**src/multilevel_irq_ctrl_map.vh**
```
// constants for the multilevel interrupt controller
// assumes a 16-bit program counter holding word addresses
`ifndef MULTILEVEL_IRQ_CTRL_MAP_VH
`define MULTILEVEL_IRQ_CTRL_MAP_VH

// source count and widths
`define IRQ_N_SRC          16
`define IRQ_IDX_W          4
`define IRQ_LVL_W          2
`define IRQ_VEC_W          16
`define IRQ_N_ACT          4

// per-source level field encoding
`define IRQ_LVL_OFF        2'h0
`define IRQ_LVL_LOW        2'h1
`define IRQ_LVL_MED        2'h2
`define IRQ_LVL_HIGH       2'h3

// bit positions of the active-level vector
`define IRQ_ACT_LOW        2'h0
`define IRQ_ACT_MED        2'h1
`define IRQ_ACT_HIGH       2'h2
`define IRQ_ACT_NMI        2'h3

// vector table layout, word addresses
`define IRQ_APP_BASE       16'h0000
`define IRQ_BOOT_BASE      16'hf000
`define IRQ_NMI_OFF        16'h0002
`define IRQ_PERIPH_BASE0   16'h0004
`define IRQ_PERIPH_STEP    16'h0004
`define IRQ_SRC_PER_PERIPH 1
`define IRQ_SRC_OFF_STEP   16'h0002

// reset values
`define IRQ_RR_LAST_RST    4'hf

`endif

```
**src/irq_pick.v**
```verilog
// lowest-index picker with optional rotation after the last granted index
// assumes requests come from logic on the same clock; purely combinational
`timescale 1ns/1ps
`default_nettype none
`include "multilevel_irq_ctrl_map.vh"

module irq_pick (
  input  wire [`IRQ_N_SRC-1:0] req_i,
  input  wire                  rot_en_i,
  input  wire [`IRQ_IDX_W-1:0] last_i,
  output reg                   any_o,
  output reg  [`IRQ_IDX_W-1:0] idx_o
);

  reg                  hit_above;
  reg [`IRQ_IDX_W-1:0] idx_above;
  integer              k;

  always @* begin
    any_o     = 1'b0;
    idx_o     = {`IRQ_IDX_W{1'b0}};
    hit_above = 1'b0;
    idx_above = {`IRQ_IDX_W{1'b0}};
    // downward scan leaves the lowest set index, which is the lowest vector
    for (k = `IRQ_N_SRC - 1; k >= 0; k = k - 1) begin
      if (req_i[k]) begin
        any_o = 1'b1;
        idx_o = k[`IRQ_IDX_W-1:0];
        if (k[`IRQ_IDX_W-1:0] > last_i) begin
          hit_above = 1'b1;
          idx_above = k[`IRQ_IDX_W-1:0];
        end
      end
    end
    // rotation: first request after the last grant, else wrap to the lowest
    if (rot_en_i && hit_above) begin
      idx_o = idx_above;
    end
  end

endmodule
`default_nettype wire

```
**src/multilevel_irq_ctrl.v**
```verilog
// multilevel interrupt controller: three levels plus non-maskable request,
// vector formation and a request/acknowledge handshake towards the core
// assumes sources and core run on core_clk_i; the core pulses ack and return
//
// Function
// - each source has its own enable; enabled source requests while its condition holds
// - each source has its own level setting and its own distinct vector
// - on acknowledge the controller loads the program counter with the granted vector
// - each source is set to off, low, medium or high level
// - a medium request preempts a running low-level handler
// - a high request preempts a running medium or low handler
// - within one level the smallest vector address wins
// - optional round-robin among low-level requests only
// - non-maskable request ignores level enables and global enable
// - vector is peripheral base address plus the source's offset
// - vectors are program word addresses
// - a select places the table in application or boot section
`timescale 1ns/1ps
`default_nettype none
`include "multilevel_irq_ctrl_map.vh"

module multilevel_irq_ctrl (
  input  wire                      core_clk_i,
  input  wire                      resetn_i,
  input  wire [`IRQ_N_SRC-1:0]     src_irq_i,
  input  wire [`IRQ_N_SRC-1:0]     src_en_i,
  input  wire [2*`IRQ_N_SRC-1:0]   src_lvl_i,
  input  wire [2:0]                lvl_en_i,
  input  wire                      gie_i,
  input  wire                      rr_en_i,
  input  wire                      boot_vec_i,
  input  wire                      nmi_i,
  input  wire                      cpu_ack_i,
  input  wire                      cpu_reti_i,
  output wire                      irq_req_o,
  output wire [`IRQ_VEC_W-1:0]     irq_vec_o,
  output wire                      pc_load_o,
  output wire [`IRQ_VEC_W-1:0]     pc_vec_o,
  output wire [`IRQ_N_SRC-1:0]     src_clr_o,
  output wire                      nmi_clr_o,
  output wire [`IRQ_N_ACT-1:0]     active_lvl_o,
  output wire [`IRQ_IDX_W-1:0]     rr_last_o
);

  ////////////////////////////////////////////////////////////////////////////
  // state

  reg [`IRQ_N_ACT-1:0]   active_q;
  reg [`IRQ_N_ACT-1:0]   active_d;
  reg                    req_q;
  reg                    req_d;
  reg [`IRQ_VEC_W-1:0]   vec_q;
  reg [`IRQ_VEC_W-1:0]   vec_d;
  reg [1:0]              sel_act_q;
  reg [1:0]              sel_act_d;
  reg [`IRQ_IDX_W-1:0]   sel_src_q;
  reg [`IRQ_IDX_W-1:0]   sel_src_d;
  reg                    pc_load_q;
  reg [`IRQ_VEC_W-1:0]   pc_vec_q;
  reg [`IRQ_N_SRC-1:0]   src_clr_q;
  reg [`IRQ_N_SRC-1:0]   src_clr_d;
  reg                    nmi_clr_q;
  reg [`IRQ_IDX_W-1:0]   rr_last_q;
  reg [`IRQ_IDX_W-1:0]   rr_last_d;

  ////////////////////////////////////////////////////////////////////////////
  // per-source qualification and vector table

  wire [`IRQ_N_SRC-1:0]        live_low;
  wire [`IRQ_N_SRC-1:0]        live_med;
  wire [`IRQ_N_SRC-1:0]        live_high;
  wire [`IRQ_N_SRC*16-1:0]     vec_tab;
  wire [`IRQ_VEC_W-1:0]        sect_base;

  assign sect_base = boot_vec_i ? `IRQ_BOOT_BASE : `IRQ_APP_BASE;

  genvar gi;
  generate
    for (gi = 0; gi < `IRQ_N_SRC; gi = gi + 1) begin : g_src
      wire [1:0]             lvl;
      wire                   live;
      wire [`IRQ_VEC_W-1:0]  periph_base;
      wire [`IRQ_VEC_W-1:0]  src_off;
      wire [31:0]            periph_full;
      wire [31:0]            off_full;
      assign lvl  = src_lvl_i[2*gi +: 2];
      assign live = src_irq_i[gi] & src_en_i[gi];
      assign live_low[gi]  = live & (lvl == `IRQ_LVL_LOW);
      assign live_med[gi]  = live & (lvl == `IRQ_LVL_MED);
      assign live_high[gi] = live & (lvl == `IRQ_LVL_HIGH);
      // word addresses, two words per entry
      assign periph_full = `IRQ_PERIPH_BASE0
                         + (gi / (`IRQ_SRC_PER_PERIPH + 1)) * `IRQ_PERIPH_STEP;
      assign off_full    = (gi % (`IRQ_SRC_PER_PERIPH + 1)) * `IRQ_SRC_OFF_STEP;
      assign periph_base = periph_full[`IRQ_VEC_W-1:0];
      assign src_off     = off_full[`IRQ_VEC_W-1:0];
      assign vec_tab[16*gi +: 16] = sect_base + periph_base + src_off;
    end
  endgenerate

  ////////////////////////////////////////////////////////////////////////////
  // arbitration inside each level

  wire                   any_low;
  wire                   any_med;
  wire                   any_high;
  wire [`IRQ_IDX_W-1:0]  idx_low;
  wire [`IRQ_IDX_W-1:0]  idx_med;
  wire [`IRQ_IDX_W-1:0]  idx_high;

  irq_pick u_pick_low (
    .req_i    (live_low),
    .rot_en_i (rr_en_i),
    .last_i   (rr_last_q),
    .any_o    (any_low),
    .idx_o    (idx_low)
  );

  irq_pick u_pick_med (
    .req_i    (live_med),
    .rot_en_i (1'b0),
    .last_i   (rr_last_q),
    .any_o    (any_med),
    .idx_o    (idx_med)
  );

  irq_pick u_pick_high (
    .req_i    (live_high),
    .rot_en_i (1'b0),
    .last_i   (rr_last_q),
    .any_o    (any_high),
    .idx_o    (idx_high)
  );

  ////////////////////////////////////////////////////////////////////////////
  // arbitration between levels

  wire cand_nmi;
  wire cand_high;
  wire cand_med;
  wire cand_low;
  wire ack_take;

  // only a strictly higher level than every active one may enter
  assign cand_nmi  = nmi_i & ~active_q[`IRQ_ACT_NMI];
  assign cand_high = gie_i & lvl_en_i[2] & any_high
                   & ~(|active_q[`IRQ_ACT_NMI:`IRQ_ACT_HIGH]);
  assign cand_med  = gie_i & lvl_en_i[1] & any_med
                   & ~(|active_q[`IRQ_ACT_NMI:`IRQ_ACT_MED]);
  assign cand_low  = gie_i & lvl_en_i[0] & any_low
                   & ~(|active_q);

  assign ack_take = cpu_ack_i & req_q;

  ////////////////////////////////////////////////////////////////////////////
  // next-state logic

  always @* begin
    active_d  = active_q;
    req_d     = 1'b0;
    vec_d     = vec_q;
    sel_act_d = sel_act_q;
    sel_src_d = sel_src_q;
    src_clr_d = {`IRQ_N_SRC{1'b0}};
    rr_last_d = rr_last_q;

    // return clears the highest active level first
    if (cpu_reti_i) begin
      if (active_q[`IRQ_ACT_NMI]) begin
        active_d[`IRQ_ACT_NMI] = 1'b0;
      end else if (active_q[`IRQ_ACT_HIGH]) begin
        active_d[`IRQ_ACT_HIGH] = 1'b0;
      end else if (active_q[`IRQ_ACT_MED]) begin
        active_d[`IRQ_ACT_MED] = 1'b0;
      end else begin
        active_d[`IRQ_ACT_LOW] = 1'b0;
      end
    end

    if (ack_take) begin
      // grant: set after clear so a same-cycle entry is not lost
      active_d[sel_act_q] = 1'b1;
      if (sel_act_q != `IRQ_ACT_NMI) begin
        src_clr_d[sel_src_q] = 1'b1;
      end
      if (sel_act_q == `IRQ_ACT_LOW) begin
        rr_last_d = sel_src_q;
      end
    end else if (!cpu_reti_i) begin
      // request held one cycle low after ack or return to let state settle
      if (cand_nmi) begin
        req_d     = 1'b1;
        sel_act_d = `IRQ_ACT_NMI;
        sel_src_d = {`IRQ_IDX_W{1'b0}};
        vec_d     = sect_base + `IRQ_NMI_OFF;
      end else if (cand_high) begin
        req_d     = 1'b1;
        sel_act_d = `IRQ_ACT_HIGH;
        sel_src_d = idx_high;
        vec_d     = vec_tab[16*idx_high +: 16];
      end else if (cand_med) begin
        req_d     = 1'b1;
        sel_act_d = `IRQ_ACT_MED;
        sel_src_d = idx_med;
        vec_d     = vec_tab[16*idx_med +: 16];
      end else if (cand_low) begin
        req_d     = 1'b1;
        sel_act_d = `IRQ_ACT_LOW;
        sel_src_d = idx_low;
        vec_d     = vec_tab[16*idx_low +: 16];
      end
    end
  end

  ////////////////////////////////////////////////////////////////////////////
  // registers

  always @(posedge core_clk_i or negedge resetn_i) begin
    if (!resetn_i) begin
      active_q  <= {`IRQ_N_ACT{1'b0}};
      req_q     <= 1'b0;
      vec_q     <= {`IRQ_VEC_W{1'b0}};
      sel_act_q <= 2'h0;
      sel_src_q <= {`IRQ_IDX_W{1'b0}};
      pc_load_q <= 1'b0;
      pc_vec_q  <= {`IRQ_VEC_W{1'b0}};
      src_clr_q <= {`IRQ_N_SRC{1'b0}};
      nmi_clr_q <= 1'b0;
      rr_last_q <= `IRQ_RR_LAST_RST;
    end else begin
      active_q  <= active_d;
      req_q     <= req_d;
      vec_q     <= vec_d;
      sel_act_q <= sel_act_d;
      sel_src_q <= sel_src_d;
      pc_load_q <= ack_take;
      pc_vec_q  <= ack_take ? vec_q : pc_vec_q;
      src_clr_q <= src_clr_d;
      nmi_clr_q <= ack_take & (sel_act_q == `IRQ_ACT_NMI);
      rr_last_q <= rr_last_d;
    end
  end

  ////////////////////////////////////////////////////////////////////////////
  // outputs

  assign irq_req_o    = req_q;
  assign irq_vec_o    = vec_q;
  assign pc_load_o    = pc_load_q;
  assign pc_vec_o     = pc_vec_q;
  assign src_clr_o    = src_clr_q;
  assign nmi_clr_o    = nmi_clr_q;
  assign active_lvl_o = active_q;
  assign rr_last_o    = rr_last_q;

endmodule
`default_nettype wire

```
**config.mk**
```make
export PLATFORM = sky130hd
export DESIGN_NAME = multilevel_irq_ctrl
export DESIGN_NICKNAME = d
export VERILOG_FILES = /design/src/irq_pick.v /design/src/multilevel_irq_ctrl.v
export VERILOG_INCLUDE_DIRS = /design/src
export SDC_FILE = /design/constraint.sdc
export NUM_CORES = 1
export LEC_CHECK = 0
export ABC_AREA = 1
export BUFFER_PORTS_ARGS = -buffer_cell sky130_fd_sc_hd__buf_2
export CAP_MARGIN = 0
export CORE_MARGIN = 2
export CORE_UTILIZATION = 53
export DETAILED_ROUTE_END_ITERATION = 12
export PLACE_DENSITY = 0.86
export SYNTH_ARGS = -nofsm -noshare
export SYNTH_HDL_FRONTEND = slang
export SYNTH_SLANG_ARGS = --single-unit
```
**constraint.sdc**
```tcl
create_clock -name core_clk_i -period 5.8 [get_ports core_clk_i]
set_input_delay 0.87 -clock core_clk_i [delete_from_list [all_inputs] [get_ports core_clk_i]]
set_output_delay 0.87 -clock core_clk_i [all_outputs]
set_load 0.05 [all_outputs]
```
### Word-level counts from Yosys, hierarchy flattened

Cells that the tools add are included.

* $add $sub $neg: 17
* $lt $le $gt $ge: 20
* equal/unequal tests: 50
* shift-type cells: 3
* mux-type cells: 191
* bitwise operators: 83
* reduce and logical (&&, ||, !) cells: 10

Operator list (number)
* $shiftx 256x9->16: 3
* $mux 4: 87
* $add 16x2->16 const B: 9
* $mux 16: 7
* $mux 1: 89
* $and 1x1->1: 76
* $eq 2x2->1 const B: 33
* $add 16x5->16 const B: 4
* $add 16x4->16 const B: 2
* $eq 2x1->1 const B: 16
* $gt 4x4->1 const A: 8
* $add 16x3->16 const B: 1
* $add 16x6->16 const B: 1
* $gt 3x4->1 const A: 4
* $mux 2: 5
* $gt 1x4->1 const A: 2
* $gt 2x4->1 const A: 2
* $not 1->1: 6
* $lt 4x5->1 const B: 1
* $demux 1 s4: 1
* $ge 4x1->1 const B: 1
* $or 4x4->4: 1
* $reduce_bool 4->1: 1
* $reduce_or 4->1: 1
* 11 further kinds: 13

* register bits: 65
* input port bits: 75
* output and inout bits: 59
* word-level logic and storage cells: 384

### Depth between registers and ports, before layout

* word-level depth: 40
* mapped depth: 23
* mapped depth without buffers: 23

### Hierarchy

A second synthesis with hierarchy kept.

* cell total of the unflattened synthesis: 672
* area total of the unflattened synthesis: 4063.9 sq um

By module, submodules not included
* multilevel_irq_ctrl: times used 1, cells an instance 318, area each 2446.1 sq um, seq. area each 1131.1 sq um
* irq_pick: times used 3, cells an instance 118, area each 539.3 sq um, seq. area each 0.0 sq um

### Worst setup path after synthesis

No wires, ideal clock.

* path type: input to register
* start point: input port src_irq_i[15]
* end point: register vec_q[4], in the netlist irq_vec_o[4]
* setup time: 0.126 ns
* data arrival time: 2.476 ns
* data required time: 5.674 ns
* path slack: 3.198 ns
* stages: 17
* buffers on the path: 0
* path through: nand2_1 inv_1 nand3_1 o21ai_0 nand3b_1 nor2_1 o21ai_2 inv_1 nand2_1 a21oi_1 o21bai_1 inv_1 nand2_1 inv_1 ha_1 nor2_1 o22ai_2

* longest elaborated chain between the ends: 40
* elaborated cells between the ends (all ways): 179
* those cells by class: shift: 3; mux: 163; bitwise: 10; reduce/logical: 3

Ends and longest elaborated chain
* start, declared: line multilevel_irq_ctrl.v:25 `` input wire [`IRQ_N_SRC-1:0] src_irq_i, ``
* $and 1x1->1 (*): line multilevel_irq_ctrl.v:87 `assign live = src_irq_i[gi] & src_en_i[gi];`
* $and 1x1->1: line multilevel_irq_ctrl.v:88 `` assign live_low[gi] = live & (lvl == `IRQ_LVL_LOW); ``
* $mux 1: line irq_pick.v:26 `if (req_i[k]) begin`
* $mux 1: line irq_pick.v:29 `` if (k[`IRQ_IDX_W-1:0] > last_i) begin ``
* $mux 1: line irq_pick.v:26
* $mux 1: line irq_pick.v:29
* $mux 1: line irq_pick.v:26
* $mux 1: line irq_pick.v:29
* [24 not listed]
* $mux 1: line irq_pick.v:26
* $logic_and 1x1->1: line irq_pick.v:36 `if (rot_en_i && hit_above) begin`
* $mux 4: line irq_pick.v:36
* $shiftx 256x9->16: line multilevel_irq_ctrl.v:210 `vec_d = vec_tab[16*idx_low +: 16];`
* $mux 16: line multilevel_irq_ctrl.v:206 `end else if (cand_low) begin`
* $mux 16: line multilevel_irq_ctrl.v:201 `end else if (cand_med) begin`
* $mux 16: line multilevel_irq_ctrl.v:196 `end else if (cand_high) begin`
* $mux 16: line multilevel_irq_ctrl.v:191 `if (cand_nmi) begin`
* end signal, assigned: line multilevel_irq_ctrl.v:222 `` vec_q <= {`IRQ_VEC_W{1'b0}}; ``
* end signal, assigned: line multilevel_irq_ctrl.v:233 `vec_q <= vec_d;`
* end, declared: line multilevel_irq_ctrl.v:52 `` reg [`IRQ_VEC_W-1:0] vec_q; ``

Every way passes the cells marked *; elsewhere a longest branch is shown, timed or not. The select of a mux whose other input is x is not followed.
A chain may end at the register's enable or synchronous reset.

### Worst setup path after layout

* start point: input port src_lvl_i[5]
* end point: register vec_q[5], in the netlist irq_vec_o[5]

* longest elaborated chain between the ends: 14
* elaborated cells between the ends (all ways): 51
* those cells by class: eq/ne: 3; shift: 3; mux: 33; bitwise: 9; reduce/logical: 3

Ends and longest elaborated chain
* start, declared: line multilevel_irq_ctrl.v:27 `` input wire [2*`IRQ_N_SRC-1:0] src_lvl_i, ``
* $eq 2x1->1 (no source line)
* $and 1x1->1: line multilevel_irq_ctrl.v:88
* $mux 1: line irq_pick.v:26
* $mux 1: line irq_pick.v:29
* $mux 1: line irq_pick.v:26
* $mux 1: line irq_pick.v:29
* $mux 1: line irq_pick.v:26
* $logic_and 1x1->1: line irq_pick.v:36
* $mux 4: line irq_pick.v:36
* $shiftx 256x9->16: line multilevel_irq_ctrl.v:210
* $mux 16: line multilevel_irq_ctrl.v:206
* $mux 16: line multilevel_irq_ctrl.v:201
* $mux 16: line multilevel_irq_ctrl.v:196
* $mux 16: line multilevel_irq_ctrl.v:191

Parallel ways exist; a longest one is shown, timed or not. The select of a mux whose other input is x is not followed.

==> reports/qor.yml <==
status: "complete, no violations"
ys.flop_type: "dfrtp_1"
cpMostUsedCell: "nand2_1"
syn-cell-area_um2: 3340
max_freq_mhz: 327
drt-vias-per-instance: 5.18
rr_startpoint: "irq_req_o$_DFF_PN0_"
dr_total_vias: 3593
htree_levels: 2
synth_top_area_share: 0.307
wl_per_cell_um: 12.3
post_synth.cell_area_avg_um2: 6.65
cts_sinks: 45
gp_congestion: 0.972
drc: 0
cts_tree: "done"
post_synth_fa_ha_maj_area_fraction: 0.00750
p_int_mw: 0.659
wirelength_mm: 8.53
rsz0062_at_grt: "no"
timing.final.crit_share: 0.527
power_density_nw_per_um2: 346
insertion_delay_ns: 0.30
io_pins: 134
report.final.slew_viol_count: 0
synth_edf_count: 0
power.total_mw: 1.38
worst_slack_ns: 2.74
r2r-end: "irq_vec_o[5]$_DFFE_PN0P_"
min_period_ns: 3.06
setup_tns_ns: 0
dr.pass1.iters: 5
die-height_um: 83.4
clockRootBuffer: "clkbuf_8"
final_nets: 695
grt_use_total: 0.251
diodes: 0
yosys-top-cells-area: "dfrtp_1 31%, nand2_1 16%, inv_1 8.1%"
yosysWarnings: 0
synth_seq_cells: 45
pwr-share-seq: 0.336
overflow: 0
seq_area_frac_synth: 0.339
critical_path_required_ns: 6.03
critPathLaunch: "src_lvl_i[5]"
slew_headroom: 0.375
synthDistinctLibCells: 44
rows: 28
hold_viol_final: 0
die_x_um: 83.4
yosysMostFrequentCell: "nand2_1"
numCtsBuffers: 5
antenna_found_initial: 0
drv_cap: 0
grt_max_degree: 46
cts_resized: 0
synth_compound_area_frac: 0.111
pwr-share-comb: 0.526
muxShareOfSynthArea: 0
crit_chain: "buf_2 > nor3_1 > nor2_1 > nand2_1 > nor2_1 > nand2_1 > nand3_1 > o21ai_1 > nor3_1 > nor3_2 > nand2_1 > inv_2 > nand3_1 > o21ai_2"
critPathMaxFanout: 12
endpoint: "irq_vec_o[5]$_DFFE_PN0P_"
reg2reg_depth: 7
hp-class: "reg2reg"
antenna_left: 0
grt_pass1_vias: 3430
start_util: 0.557
synthSimpleGateAreaFrac: 0.403
io_buffers: 119
crit_type: "in2reg"
clkPwrFrac: 0.138
num-fill-cells: 537
skew_ns: 0.00818
clkTransAtPathRegs_ns: 0.08
ys_top_cells_by_count: "146 x nand2_1, 72 x inv_1, 54 x nor2_1"
fin_util: 0.666
tightest_slew_ns: 0.937
cts_setup_buffers: 0
detail_route.iter0.violations: 252
p_switching_mw: 0.723
cpPeakStageDelay_ns: 0.57
clockBufferDepth: 2
reg2reg_setup_slack_ns: 3.17
critPathSlowestCell: "nor3_2"
ir_drop_uv: 311
dp_hpwl_mm: 7.23
worstSetupEndpointType: "flop"
post-place-ws_ns: 2.49
drive_gt1_frac: 0.260
swShare: 0.523
synth_top_family_by_area: "simple AND/OR/NAND/NOR gates"
grt_pass1_wl_mm: 14.6
startpoint_type: "input pin"
area_growth_pct: 19.5
synthArstFlopShare: 1.00
cts_hold_buf: 0
synthXorXnorAreaFrac: 0
core_um2: 5990
syn_inst: 502
yosysTopAreaCell: "dfrtp_1"
critPathArrivalTime_ns: 3.29
die-area_um2: 6950
finalSetupViolCount: 0
p_leak_nw: 2.31
[cells in the final DEF (no fill, tap or decap), drive strengths merged, types with 2 or more instances in the layout]
cell type	synthesis	routed
nor4	2	2
buf	22	119
o22ai	4	4
o21bai	2	2
nand4	11	11
clkinv	1	2
a22oi	2	2
ha	2	2
dfrtp	41	41
conb	1	14
a21oi	10	10
nand3b	4	4
a31oi	4	4
and2	2	2
nor3	30	30
o21ai	27	27
clkbuf	1	5
nor2	56	56
or2	3	3
dfstp	4	4
inv	75	76
o31ai	4	4
nand2	155	155
nand3	34	34
[layer usage]
metal	GRT usage	part of all wire
met5	0	0
met4	0.0864	0.024
met3	0.0358	0.069
met2	0.458	0.52
met1	0.300	0.39
[power groups by stage]
stage                     sequential [mW]  combinational, mW  clock [mW]
after global routing                0.475              0.781       0.208
after CTS                           0.463              0.726       0.196
final                               0.465              0.726       0.191
after detailed placement            0.469              0.723           0
after global placement              0.466              0.710           0
after floorplan                     0.648              0.391           0
[flip-flops by register name, indices dropped and copies added, names as in the netlist]
signal,cells
sel_src_q,4
active_lvl_o,4
rr_last_o,4
nmi_clr_o,1
pc_load_o,1
sel_act_q,2
irq_vec_o,6
irq_req_o,1
pc_vec_o,6
src_clr_o,16
[critical path, delay by kind of cell]
kind,cells,cell delay (ns)
compound gates,2,0.20
buf+inv,2,0.32
simple gates,10,1.89
[cell families after synthesis]
family          after synthesis
other cells                   1
compound gates               57
simple gates                298
buf+inv                      99
flops                        45
fa+ha+maj                     2
[area by class of cell]
class	instances	area [µm²]	share of cell area
Multi-Input combinational cell	371	1790	0.449
Sequential cell	45	1130	0.284
Timing Repair Buffer	119	596	0.149
Inverter	76	285	0.0715
Tap cell	75	93.8	0.0235
Clock buffer	5	68.8	0.0173
Clock inverter	3	21.3	0.00533
[metrics by stage]
step	area, µm²	hold slack [ns]	cells
2_1_floorplan	3390	0.478	515
3_3_place_gp	3900	0.464	686
3_5_place_dp	3900	0.482	686
4_1_cts	3990	0.504	694
5_1_grt	3990	0.532	694
6_report	3990	0.497	694
[worst min-delay path by stage]
stage / startpoint / end / slack, ns / depth (start not counted)
after global placement: pc_vec_o[1]$_DFFE_PN0P_ / pc_vec_o[1]$_DFFE_PN0P_ / 0.46 / 2
after detailed placement: pc_vec_o[3]$_DFFE_PN0P_ / pc_vec_o[3]$_DFFE_PN0P_ / 0.48 / 2
after floorplan: sel_act_q[0]$_DFFE_PN0P_ / active_lvl_o[2]$_DFF_PN0_ / 0.48 / 1
after CTS: pc_vec_o[3]$_DFFE_PN0P_ / pc_vec_o[3]$_DFFE_PN0P_ / 0.50 / 2
final: pc_vec_o[5]$_DFFE_PN0P_ / pc_vec_o[5]$_DFFE_PN0P_ / 0.50 / 2
after global routing: pc_vec_o[3]$_DFFE_PN0P_ / pc_vec_o[3]$_DFFE_PN0P_ / 0.53 / 2
Note: power is estimated with default switching activity, not from simulation.
